--- config.mk ---
export PLATFORM = sky130hd
export DESIGN_NAME = gain_regmap
export DESIGN_NICKNAME = d
export VERILOG_FILES = /design/src/gain_regmap_pkg.sv /design/src/gain_regmap.sv
export SDC_FILE = /design/constraint.sdc
export NUM_CORES = 1
export LEC_CHECK = 0
export BUFFER_PORTS_ARGS = -buffer_cell sky130_fd_sc_hd__buf_2
export CORE_MARGIN = 3
export CORE_UTILIZATION = 45
export CTS_CLUSTER_DIAMETER = 150
export DETAILED_ROUTE_END_ITERATION = 10
export GPL_ROUTABILITY_DRIVEN = 0
export GPL_TIMING_DRIVEN = 0
export PLACE_DENSITY = 0.68
export SETUP_SLACK_MARGIN = 0.3
export SYNTH_ARGS = -nofsm -noshare
export SYNTH_HDL_FRONTEND = slang
export SYNTH_SLANG_ARGS = --single-unit
--- constraint.sdc ---
create_clock -name core_clk -period 2.4 [get_ports core_clk]
set_clock_uncertainty 0.1 [all_clocks]
set_input_delay 0.12 -clock core_clk [delete_from_list [all_inputs] [get_ports core_clk]]
set_output_delay 0.12 -clock core_clk [all_outputs]
set_load 0.02 [all_outputs]
--- src/gain_regmap_pkg.sv ---
/*
  Constants for the dual-channel gain register bank: offsets, reset
  values, gain code limits and serial frame layout.
  Assumes nothing of its surroundings; imported by the bank module.
*/
package gain_regmap_pkg;
  // Register offsets, 7-bit address space
  localparam logic [6:0] ADDR_REVISION = 7'h00;
  localparam logic [6:0] ADDR_PART_ID = 7'h01;
  localparam logic [6:0] ADDR_SOFT_RESET = 7'h02;
  localparam logic [6:0] ADDR_SHUTDOWN = 7'h03;
  localparam logic [6:0] ADDR_BIAS_A = 7'h04;
  localparam logic [6:0] ADDR_GAIN_A = 7'h05;
  localparam logic [6:0] ADDR_BIAS_B = 7'h06;
  localparam logic [6:0] ADDR_GAIN_B = 7'h07;
  // Power-up values
  localparam logic [7:0] RST_SOFT_RESET = 8'h00;
  localparam logic [7:0] RST_SHUTDOWN = 8'h00;
  localparam logic [7:0] RST_BIAS = 8'h20;
  localparam logic [7:0] RST_GAIN = 8'h14;
  // Bit of the soft reset register that restores defaults
  localparam int SOFT_RESET_BIT = 0;
  // Gain code range and decode
  localparam logic [7:0] GAIN_CODE_MAX_DB = 8'h00;
  localparam logic [7:0] GAIN_CODE_MIN_DB = 8'h27;
  localparam logic signed [7:0] GAIN_TOP_DB = 8'sd30;
  localparam logic signed [7:0] GAIN_BOTTOM_DB = -8'sd9;
  // Frame: R/W bit, 7 address bits, 8 data bits, MSB first
  localparam logic [4:0] HDR_BITS = 5'h08;
  localparam logic [4:0] FRAME_BITS = 5'h10;
endpackage

--- src/gain_regmap.sv ---
/*
  Register bank of a dual-channel variable-gain amplifier, with gain decode to decibels.
  Assumes a mode 0 serial host (sample on rising, shift on falling clock), chip select
  low, serial clock well below a quarter of core_clk; sclk, cs_n and sdi are resynchronised here, rstn is not.
*/
// Functional notes
// - Each channel gain is set independently from -9 dB to 30 dB in 1 dB steps.
// - Channel A gain comes from address 5h, channel B gain from 7h.
// - Gain code 0h selects the highest gain, 30 dB.
// - Gain code 27h selects the lowest gain, -9 dB.
// - Both gain registers power up at 14h and are read/write.
// - Bias registers at 4 and 6 are read/write, power up at 20h.
// - Soft reset (2) and shutdown (3) are read/write, power up at 00h.
// - Revision (0) and part identifier (1) are read-only fixed bytes.
// - Every access carries a seven-bit register address.
`timescale 1ns/1ps
`default_nettype none
module gain_regmap
  import gain_regmap_pkg::*;
#(
  parameter logic [7:0] REVISION_CODE = 8'h5a, // arbitrary value
  parameter logic [7:0] PART_CODE = 8'h61 // arbitrary value
)(
  // Clock and reset
  input wire logic core_clk,
  input wire logic rstn,
  // Serial pins
  input wire logic sclk,
  input wire logic cs_n,
  input wire logic sdi,
  output logic sdo,
  output logic sdo_oe,
  // Register contents to the amplifier
  output logic [7:0] soft_reset_ctl,
  output logic [7:0] shutdown_ctl,
  output logic [7:0] bias_a,
  output logic [7:0] bias_b,
  output logic [7:0] gain_a_code,
  output logic [7:0] gain_b_code,
  // Decoded gain in dB, two's complement
  output logic signed [7:0] gain_a_db,
  output logic signed [7:0] gain_b_db
);

  // Two-stage synchronisers plus a history stage for edge detect
  logic [2:0] sclk_sync_r;
  logic [1:0] cs_sync_r;
  logic [1:0] sdi_sync_r;
  always_ff @(posedge core_clk or negedge rstn)
  begin
    if (!rstn)
    begin
      sclk_sync_r <= 3'h0;
      cs_sync_r <= 2'h3;
      sdi_sync_r <= 2'h0;
    end
    else
    begin
      sclk_sync_r <= {sclk_sync_r[1:0], sclk};
      cs_sync_r <= {cs_sync_r[0], cs_n};
      sdi_sync_r <= {sdi_sync_r[0], sdi};
    end
  end
  logic sel;
  logic sclk_rise;
  logic sclk_fall;
  assign sel = !cs_sync_r[1];
  // Edges come from stages two and three only, never stage one
  assign sclk_rise = sel && sclk_sync_r[1] && !sclk_sync_r[2];
  assign sclk_fall = sel && !sclk_sync_r[1] && sclk_sync_r[2];
  // Frame shifter and bit counter
  logic [4:0] bit_cnt_r;
  logic [15:0] shift_r;
  always_ff @(posedge core_clk or negedge rstn)
  begin
    if (!rstn)
    begin
      bit_cnt_r <= 5'h00;
      shift_r <= 16'h0000;
    end
    else if (!sel)
    begin
      bit_cnt_r <= 5'h00;
    end
    else if (sclk_rise && bit_cnt_r != FRAME_BITS)
    begin
      // Bits past the sixteenth are ignored
      bit_cnt_r <= bit_cnt_r + 5'h01;
      shift_r <= {shift_r[14:0], sdi_sync_r[1]};
    end
  end
  // Header decode: R/W bit then 7-bit address
  logic is_read;
  logic [6:0] acc_addr;
  logic hdr_done;
  logic wr_commit;
  assign is_read = shift_r[7]; // Header fills the low byte after the eighth edge
  assign acc_addr = shift_r[6:0];
  assign hdr_done = sclk_rise && bit_cnt_r == HDR_BITS - 5'h01;
  assign wr_commit = sclk_rise && bit_cnt_r == FRAME_BITS - 5'h01 && !shift_r[14];
  // At the last rising edge shift_r still holds header in [14:7]
  logic [6:0] wr_addr;
  assign wr_addr = shift_r[13:7];
  logic [7:0] wr_byte;
  assign wr_byte = {shift_r[6:0], sdi_sync_r[1]};
  // Writable registers; soft reset bit restores the others
  logic [7:0] soft_reset_r;
  logic [7:0] shutdown_r;
  logic [7:0] bias_a_r;
  logic [7:0] bias_b_r;
  logic [7:0] gain_a_r;
  logic [7:0] gain_b_r;
  logic soft_hit;
  assign soft_hit = wr_commit && wr_addr == ADDR_SOFT_RESET && wr_byte[SOFT_RESET_BIT];
  always_ff @(posedge core_clk or negedge rstn)
  begin
    if (!rstn)
    begin
      soft_reset_r <= RST_SOFT_RESET;
      shutdown_r <= RST_SHUTDOWN;
      bias_a_r <= RST_BIAS;
      bias_b_r <= RST_BIAS;
      gain_a_r <= RST_GAIN;
      gain_b_r <= RST_GAIN;
    end
    else if (wr_commit)
    begin
      // Read-only and unmapped addresses fall through unchanged
      if (wr_addr == ADDR_SOFT_RESET)
        soft_reset_r <= wr_byte;
      else if (wr_addr == ADDR_SHUTDOWN)
        shutdown_r <= wr_byte;
      else if (wr_addr == ADDR_BIAS_A)
        bias_a_r <= wr_byte;
      else if (wr_addr == ADDR_GAIN_A)
        gain_a_r <= wr_byte;
      else if (wr_addr == ADDR_BIAS_B)
        bias_b_r <= wr_byte;
      else if (wr_addr == ADDR_GAIN_B)
        gain_b_r <= wr_byte;
      if (soft_hit)
      begin
        shutdown_r <= RST_SHUTDOWN;
        bias_a_r <= RST_BIAS;
        bias_b_r <= RST_BIAS;
        gain_a_r <= RST_GAIN;
        gain_b_r <= RST_GAIN;
      end
    end
  end
  assign soft_reset_ctl = soft_reset_r;
  assign shutdown_ctl = shutdown_r;
  assign bias_a = bias_a_r;
  assign bias_b = bias_b_r;
  assign gain_a_code = gain_a_r;
  assign gain_b_code = gain_b_r;
  // Read mux; unmapped addresses read as zero
  logic [7:0] rd_data;
  always_comb
  begin
    if (acc_addr == ADDR_REVISION)
      rd_data = REVISION_CODE;
    else if (acc_addr == ADDR_PART_ID)
      rd_data = PART_CODE;
    else if (acc_addr == ADDR_SOFT_RESET)
      rd_data = soft_reset_r;
    else if (acc_addr == ADDR_SHUTDOWN)
      rd_data = shutdown_r;
    else if (acc_addr == ADDR_BIAS_A)
      rd_data = bias_a_r;
    else if (acc_addr == ADDR_GAIN_A)
      rd_data = gain_a_r;
    else if (acc_addr == ADDR_BIAS_B)
      rd_data = bias_b_r;
    else if (acc_addr == ADDR_GAIN_B)
      rd_data = gain_b_r;
    else
      rd_data = 8'h00;
  end
  // Read data is snapshotted one cycle after the header completes
  logic load_pend_r;
  logic rd_phase_r;
  logic [7:0] tx_r;
  logic sdo_r;
  always_ff @(posedge core_clk or negedge rstn)
  begin
    if (!rstn)
    begin
      load_pend_r <= 1'b0;
      rd_phase_r <= 1'b0;
      tx_r <= 8'h00;
      sdo_r <= 1'b0;
    end
    else if (!sel)
    begin
      load_pend_r <= 1'b0;
      rd_phase_r <= 1'b0;
      sdo_r <= 1'b0;
    end
    else
    begin
      load_pend_r <= hdr_done;
      if (load_pend_r)
      begin
        tx_r <= rd_data;
        rd_phase_r <= is_read;
      end
      else if (sclk_fall && rd_phase_r && bit_cnt_r != FRAME_BITS)
      begin
        // Mode 0: drive each bit on the falling edge ahead of its sample
        sdo_r <= tx_r[7];
        tx_r <= {tx_r[6:0], 1'b0};
      end
    end
  end
  assign sdo = sdo_r;
  assign sdo_oe = rd_phase_r;
  // Gain decode, saturating codes past 27h at the bottom step
  function automatic logic signed [7:0] code_to_db(input logic [7:0] code);
    if (code > GAIN_CODE_MIN_DB)
      code_to_db = GAIN_BOTTOM_DB;
    else
      code_to_db = GAIN_TOP_DB - $signed(code);
  endfunction
  logic signed [7:0] gain_a_db_r;
  logic signed [7:0] gain_b_db_r;
  always_ff @(posedge core_clk or negedge rstn)
  begin
    if (!rstn)
    begin
      gain_a_db_r <= GAIN_TOP_DB - $signed(RST_GAIN);
      gain_b_db_r <= GAIN_TOP_DB - $signed(RST_GAIN);
    end
    else
    begin
      gain_a_db_r <= code_to_db(gain_a_r);
      gain_b_db_r <= code_to_db(gain_b_r);
    end
  end
  assign gain_a_db = gain_a_db_r;
  assign gain_b_db = gain_b_db_r;

  // Assertions
  property p_gain_linear;
    @(posedge core_clk) disable iff (!rstn)
    $past(gain_b_r) <= GAIN_CODE_MIN_DB |-> gain_b_db_r == GAIN_TOP_DB - $signed($past(gain_b_r));
  endproperty
  a_gain_linear: assert property (p_gain_linear) else $error("gain B decode wrong");
  property p_code_top;
    @(posedge core_clk) disable iff (!rstn)
    wr_commit && wr_addr == ADDR_GAIN_A && wr_byte == GAIN_CODE_MAX_DB && !soft_hit
      |-> ##2 gain_a_db_r == GAIN_TOP_DB;
  endproperty
  a_code_top: assert property (p_code_top) else $error("code 0 not 30 dB");
  property p_code_bottom;
    @(posedge core_clk) disable iff (!rstn)
    wr_commit && wr_addr == ADDR_GAIN_B && wr_byte == GAIN_CODE_MIN_DB
      |-> ##2 gain_b_db_r == GAIN_BOTTOM_DB;
  endproperty
  a_code_bottom: assert property (p_code_bottom) else $error("code 27h not -9 dB");
  property p_gain_a_write;
    @(posedge core_clk) disable iff (!rstn)
    wr_commit && wr_addr == ADDR_GAIN_A |=> gain_a_r == $past(wr_byte) && $stable(gain_b_r);
  endproperty
  a_gain_a_write: assert property (p_gain_a_write) else $error("gain A write lost");
  property p_gain_reset;
    @(posedge core_clk) disable iff (!rstn)
    !$past(rstn) |-> gain_a_r == RST_GAIN && gain_b_r == RST_GAIN;
  endproperty
  a_gain_reset: assert property (p_gain_reset) else $error("gain reset value");
  property p_bias_reset;
    @(posedge core_clk) disable iff (!rstn)
    !$past(rstn) |-> bias_a_r == RST_BIAS && bias_b_r == RST_BIAS;
  endproperty
  a_bias_reset: assert property (p_bias_reset) else $error("bias reset value");
  property p_ctl_reset;
    @(posedge core_clk) disable iff (!rstn)
    !$past(rstn) |-> soft_reset_r == RST_SOFT_RESET && shutdown_r == RST_SHUTDOWN;
  endproperty
  a_ctl_reset: assert property (p_ctl_reset) else $error("control reset value");
  property p_id_read;
    @(posedge core_clk) disable iff (!rstn)
    load_pend_r && sel && acc_addr == ADDR_REVISION |=> tx_r == REVISION_CODE;
  endproperty
  a_id_read: assert property (p_id_read) else $error("revision read wrong");
  property p_unmapped_write;
    @(posedge core_clk) disable iff (!rstn)
    wr_commit && wr_addr > ADDR_GAIN_B |=> $stable(gain_a_r) && $stable(bias_a_r);
  endproperty
  a_unmapped_write: assert property (p_unmapped_write) else $error("unmapped write hit");
  property p_sdo_shift;
    @(posedge core_clk) disable iff (!rstn)
    sclk_fall && rd_phase_r && !load_pend_r && bit_cnt_r != FRAME_BITS
      |=> sdo_r == $past(tx_r[7]) && sdo_oe;
  endproperty
  a_sdo_shift: assert property (p_sdo_shift) else $error("read bit not driven");
endmodule // gain_regmap
`default_nettype wire

==> results of run 1 <==
[what timing repair did]
| item | 4_1_cts | 5_1_grt |
|---|---|---|
| gates resized for setup | 19 | 22 |
| hold buffers | 4 | 0 |
| buffers inserted | 8 | 9 |
| pin swaps | 5 | 6 |
| setup endpoints to repair | 42 | 58 |
| endpoints found under the hold margin | 34 | 0 |
[cell usage in the layout (no fill, tap or decap), drive strengths merged, types with 10 or more instances in the layout]
| master | synthesis | routed |
|---|---|---|
| buf | 7 | 93 |
| and2 | 10 | 10 |
| nor2 | 10 | 10 |
| mux2 | 58 | 58 |
| nand3 | 15 | 15 |
| clkbuf | 10 | 22 |
| dfstp | 12 | 12 |
| o21ai | 26 | 26 |
| dfrtp | 90 | 90 |
| nand2 | 24 | 24 |
[kinds of logic after synthesis]
kind of cell    after synthesis
simple gates                106
flops                       102
mux                          69
compound gates               55
buf+inv                      26
xor+xnor                      8
fa+ha+maj                     5
[Yosys cell counts (2+ instances only)]
cell / instances / share of area
nand3b_1: 4 / 0.0063
nor4_1: 2 / 0.0026
mux2_4: 16 / 0.050
o21ai_0: 26 / 0.027
and2_1: 10 / 0.013
buf_2: 2 / 0.0021
mux2i_1: 3 / 0.0063
nor3b_1: 3 / 0.0047
ha_1: 5 / 0.013
clkbuf_1: 10 / 0.0079
dfrtp_1: 90 / 0.47
inv_1: 8 / 0.0063
nor3_1: 4 / 0.0042
a221oi_1: 3 / 0.0055
a211oi_1: 2 / 0.0031
a21oi_1: 6 / 0.0063
a221o_1: 3 / 0.0063
mux4_2: 7 / 0.033
o211ai_1: 3 / 0.0047
xnor2_1: 2 / 0.0037
nand2b_1: 9 / 0.012
nand3_1: 14 / 0.015
nor2_1: 10 / 0.0079
nand4_1: 3 / 0.0039
nor2b_1: 4 / 0.0052
dfstp_2: 12 / 0.066
nor3_4: 3 / 0.010
o21a_1: 2 / 0.0031
o22a_1: 3 / 0.0055
mux2_2: 42 / 0.099
buf_1: 2 / 0.0016
buf_6: 2 / 0.0047
and3_1: 5 / 0.0065
xor2_1: 6 / 0.011
nand2_1: 24 / 0.019
[per-layer routing]
layer | part of all wire | wire (um)
met5 | 0 | 0
met4 | 0.017 | 184
met3 | 0.059 | 655
met2 | 0.48 | 5300
met1 | 0.44 | 4880
[flip-flops by register name, indices dropped and copies added (netlist names), 5 cells and up]
| register | cells |
|---|---|
| shift_r | 15 |
| bias_a | 8 |
| bias_b | 8 |
| gain_a_code | 8 |
| gain_a_db | 8 |
| gain_b_code | 8 |
| gain_b_db | 8 |
| shutdown_ctl | 8 |
| soft_reset_ctl | 8 |
| tx_r | 8 |
| bit_cnt_r | 5 |
[worst max-delay path by stage]
| stage | from | endpoint | cells after the start |
|---|---|---|---|
| 5_1_grt | bit_cnt_r[0]$_DFFE_PN0P_ | bias_a[6]$_DFFE_PN0P_ | 8 |
| 3_5_place_dp | bit_cnt_r[0]$_DFFE_PN0P_ | gain_b_code[1]$_DFFE_PN0P_ | 7 |
| 6_report | bit_cnt_r[0]$_DFFE_PN0P_ | bias_a[1]$_DFFE_PN0P_ | 8 |
| 4_1_cts | bit_cnt_r[0]$_DFFE_PN0P_ | shift_r[7]$_DFFE_PN0P_ | 7 |
| 3_3_place_gp | rstn | shift_r[11]$_DFFE_PN0P_ | 1 |
| 2_1_floorplan | bit_cnt_r[0]$_DFFE_PN0P_ | gain_b_code[0]$_DFFE_PN0P_ | 7 |
[where the power goes]
group	internal, mW	switching (mW)
registers	1.78	0.0778
clock network	0.481	0.581
logic	0.252	0.435
total	2.52	1.09
[area by class of cell]
class / instances / area share
flip-flops and latches: 102 / 0.437
clock buffers: 10 / 0.0217
multi-input cells: 243 / 0.377
plain buffers: 17 / 0.0181
well taps: 133 / 0.0283
repair buffers: 92 / 0.102
inverters: 9 / 0.00638
clock inverters: 6 / 0.0104
[per-stage QoR]
| stage | utilization | setup slack, ns | instance area [sq um] |
|---|---|---|---|
| 6_report | 0.585 | 0.251 | 5880 |
| 3_3_place_gp | 0.528 | 0.0570 | 5300 |
| 4_1_cts | 0.571 | 0.219 | 5740 |
| 3_5_place_dp | 0.531 | 0.00703 | 5330 |
| 5_1_grt | 0.585 | 0.183 | 5880 |
| 2_1_floorplan | - | 0.302 | 4780 |
==> metrics.cfg, run 1 <==
[grt]
top_usage_layer = met2
grt_use_met3 = 0.0426
grt-ovfl-total = 0
grt_pass1_vias = 3335
met1_usage = 0.270
antenna_found_initial = 0
met2_usage = 0.316
grt_usage = 0.197
grt_max_degree = 72
grt_pass1_wl_mm = 17.9

[clocking]
cts_buffer_depth = 2
cts-root-buf = clkbuf_8
htree_levels = 3
clock_latency_ns = 0.37
clkSlewWorstSetupHoldPaths_ns = 0.10
cts.sinks = 102
cts_tree = yes
cts_made_buffers = 9

[place]
placed_cells = 575
portBuffers = 70
dp_hpwl_mm = 7.90

[power]
p_leak_nw = 2.85
power_mw = 3.61
vdd_drop_max_uv = 302
power_density_mw_per_mm2 = 614

[worst_setup_path]
path_class = register to register
critPathBufInv = 1
reg2reg_from = bit_cnt_r[0]$_DFFE_PN0P_
r2r-end = bias_a[1]$_DFFE_PN0P_
rrSetupSlack_ns = 0.25
crit_family = simple AND/OR/NAND/NOR gates
endpoint_kind = register
path_cells = ha_2, and3_4, ha_4, nor2b_4, nand3_4, a211o_1, buf_6, mux2_4
reg2reg_depth = 8
slowest_delay_ns = 0.37
cp.arrival_ns = 2.30
cpMaxStageDelayCell = dfrtp_1
critPathLaunchType = register
crit_required_ns = 2.55
cp_max_fo = 8

[synth]
synthAdderAreaFrac = 0.0131
synth_edf_count = 0
avgSynthCellArea_sq_um = 12.9
synth_top_family_by_area = multiplexers
synth_compound_area_frac = 0.0781
syn_nets = 381
synthMuxAreaShare = 0.194
synthesis.area_sq_mm = 0.00478
yosysWarnings = 0
synth_xor_area_frac = 0.0147
yosysUniqueCellTypes = 56
synth_seq_cells = 102
synth-main-ff-cell = dfrtp_1
syn_inst = 371
synthArstFlopShare = 1.00
synth-simple-area-share = 0.138
ys_seq_area_frac = 0.537

[sta]
fin_crit_ns = 2.15
tns_ns = 0
tightestPinTransition_ns = 0.514
finalSetupViolCount = 0
whs_ns = 0.137
hold_viol = 0
rsz0062_at_grt = yes
max_freq_mhz = 465
final_max_slew_viol_count = 0
finalCritPeriodShare = 0.895
slew_headroom = 0.654

[layout]
drive_gt1_frac = 0.445
n_antenna_cell = 0
fillers = 813
multi_input_area_sq_mm = 0.00221
finalNonFillerCells = 612
final_nets = 484
area_delta_synth_final_pct = 23.1
regArea_sq_mm = 0.00257

[flow_run]
drv_cap = 0

[detailed_routing]
drcViolationCount = 0
drt_iter0_drc = 229
wire_per_inst_um = 18.0
antenna_left = 0
totalWireLength_mm = 11.0
vias = 3383
viasPerCell = 5.53
firstDrtPassIters = 5

[floorplanning]
fp.dieH_um = 109
die-area_sq_mm = 0.0119
num_rows = 36
core-area_sq_mm = 0.0100
initial_utilization = 0.476
dieWidth_um = 109
ios = 71

[run_status]
status = finished clean

[worst_hold_path]
hold_path_class = input pin to async pin

Note: power is estimated with default switching activity, not from simulation.
==> inputs of run 2 (changes only) <==
--- a/config.mk
+++ b/config.mk
@@ -6,6 +6,7 @@
 export NUM_CORES = 1
 export LEC_CHECK = 0
 export BUFFER_PORTS_ARGS = -buffer_cell sky130_fd_sc_hd__buf_2
+export CORE_ASPECT_RATIO = 1.25
 export CORE_MARGIN = 3
 export CORE_UTILIZATION = 45
 export CTS_CLUSTER_DIAMETER = 150
==> metrics.cfg, run 2 (synthesized netlist as in run 1, its figures left out) <==
[worst_setup_path]
cpMaxStageDelayCell = dfrtp_1
rrSetupSlack_ns = 0.22
critPathLaunchType = register
cp_max_fo = 5
reg2reg_from = bit_cnt_r[0]$_DFFE_PN0P_
slowest_delay_ns = 0.36
crit_family = simple AND/OR/NAND/NOR gates
path_cells = ha_2, and3_4, ha_4, nor2b_4, nand4_1, clkbuf_8, and2_4, mux2_4
endpoint = gain_a_code[7]$_DFFE_PN0P_
path_class = register to register
worst-path-stages = 8
endpoint_kind = register
critPathBufInv = 1
reg2reg_depth = 8
r2r-end = gain_a_code[7]$_DFFE_PN0P_
startpoint = bit_cnt_r[0]$_DFFE_PN0P_
cp.arrival_ns = 2.31
crit_required_ns = 2.53

[floorplanning]
initial_utilization = 0.468
ios = 71
dieWidth_um = 98.2
die-area_sq_mm = 0.0119
core-area_sq_mm = 0.0102
num_rows = 41
fp.dieH_um = 121

[detailed_routing]
vias = 3419
totalWireLength_mm = 11.6
drt_iter0_drc = 151
drcViolationCount = 0
viasPerCell = 5.56
wire_per_inst_um = 18.8
firstDrtPassIters = 4
antenna_left = 0

[sta]
tns_ns = 0
fin_crit_ns = 2.18
tightestPinTransition_ns = 0.539
slew_headroom = 0.640
final_max_slew_viol_count = 0
finalSetupViolCount = 0
whs_ns = 0.169
finalCritPeriodShare = 0.910
rsz0062_at_grt = yes
max_freq_mhz = 458
hold_viol = 0

[place]
dp_hpwl_mm = 7.93
portBuffers = 70

[layout]
multi_input_area_sq_mm = 0.00231
area_delta_synth_final_pct = 28.0
largest_reg_flops = 15
largest-register = shift_r
drive_gt1_frac = 0.469
mostFrequentLayoutCell = dfrtp_1
utilization = 0.599
n_antenna_cell = 0
final_nets = 491
regArea_sq_mm = 0.00257
fillers = 821
final_cell_mix = 90 x dfrtp_1, 71 x buf_2, 39 x mux2_4

[power]
vdd_drop_max_uv = 379
p_leak_nw = 2.96
power_density_mw_per_mm2 = 649

[flow_run]
drv_cap = 0

[clocking]
cts-root-buf = clkbuf_16
cts.sinks = 102
cts_made_buffers = 9
clock_latency_ns = 0.34
cts_buffer_depth = 2
cts_tree = yes
clkSlewWorstSetupHoldPaths_ns = 0.07
htree_levels = 3

[run_status]
status = finished clean

[grt]
grt_max_degree = 68
grt_pass1_wl_mm = 18.6
grt_pass1_vias = 3516
grt-ovfl-total = 0
grt_usage = 0.201
antenna_found_initial = 0

[worst_hold_path]
hold_path_class = input pin to async pin

-- run 2: cell count changes in the layout (fill, tap and decap cells not counted), moves of 2 or more --
cell and delta:
mux2_4 +11, clkinv_2 -2, clkinv_4 +2, and2_4 +7
and2_1 -5, and2_2 -2, nand2b_4 +2, buf_4 +5
clkbuf_8 -7, clkbuf_16 +9, mux2_2 -11, nand2b_1 -2
-- run 2: cell type report --
| cell class | instances | area share |
|---|---|---|
| sequential | 102 | 0.420 |
| inverter | 9 | 0.00614 |
| clock buffer | 12 | 0.0403 |
| multi-input combinational | 244 | 0.379 |
| tap | 129 | 0.0264 |
| clock inverter | 4 | 0.00512 |
| buffer | 17 | 0.0188 |
| timing repair buffer | 98 | 0.105 |
-- run 2: how the worst min path moves through the flow --
| stage | from | end | slack, ns | cells past startpoint |
|---|---|---|---|---|
| 6_report | rstn | sdo$_DFFE_PN0P_ | 0.17 | 2 |
| 2_1_floorplan | rstn | bias_a[0]$_DFFE_PN0P_ | -0.28 | 0 |
| 3_3_place_gp | cs_n | cs_sync_r[0]$_DFF_PN1_ | 0.12 | 1 |
| 5_1_grt | rstn | sdo$_DFFE_PN0P_ | 0.22 | 2 |
| 4_1_cts | rstn | sdo$_DFFE_PN0P_ | 0.18 | 2 |
| 3_5_place_dp | rstn | sdo$_DFFE_PN0P_ | 0.008 | 1 |
-- run 2: through the flow --
step / total power [mW] / instances / setup WS [ns] / cell area, sq um
3_5_place_dp: 2.49 / 571 / -0.0217 / 5330
2_1_floorplan: 2.30 / 371 / 0.302 / 4780
5_1_grt: 4.13 / 615 / 0.144 / 6110
6_report: 3.97 / 615 / 0.216 / 6110
4_1_cts: 3.91 / 604 / 0.206 / 5940
3_3_place_gp: 2.47 / 570 / 0.0373 / 5300
-- run 2: repair_timing --
item	4_1_cts	5_1_grt
setup endpoints to repair	52	52
gates cloned	1	1
setup buffers	12	10
hold buffers	4	0
endpoints found under the hold margin	38	0
pin swaps	7	8
resized for setup	46	23
-- run 2: routing by layer --
metal,share of wire,vias up,GRT usage
met1,0.42,1740,0.260
met2,0.51,87,0.338
li1,-,1571,-
met5,0,-,0
met3,0.045,21,0.0431
met4,0.022,0,0.0658
-- run 2: where the power goes --
part | internal (mW) | leakage (nW) | switching, mW
logic | 0.294 | 1.49 | 0.449
clock network | 0.738 | 0.137 | 0.627
registers | 1.78 | 1.34 | 0.0796
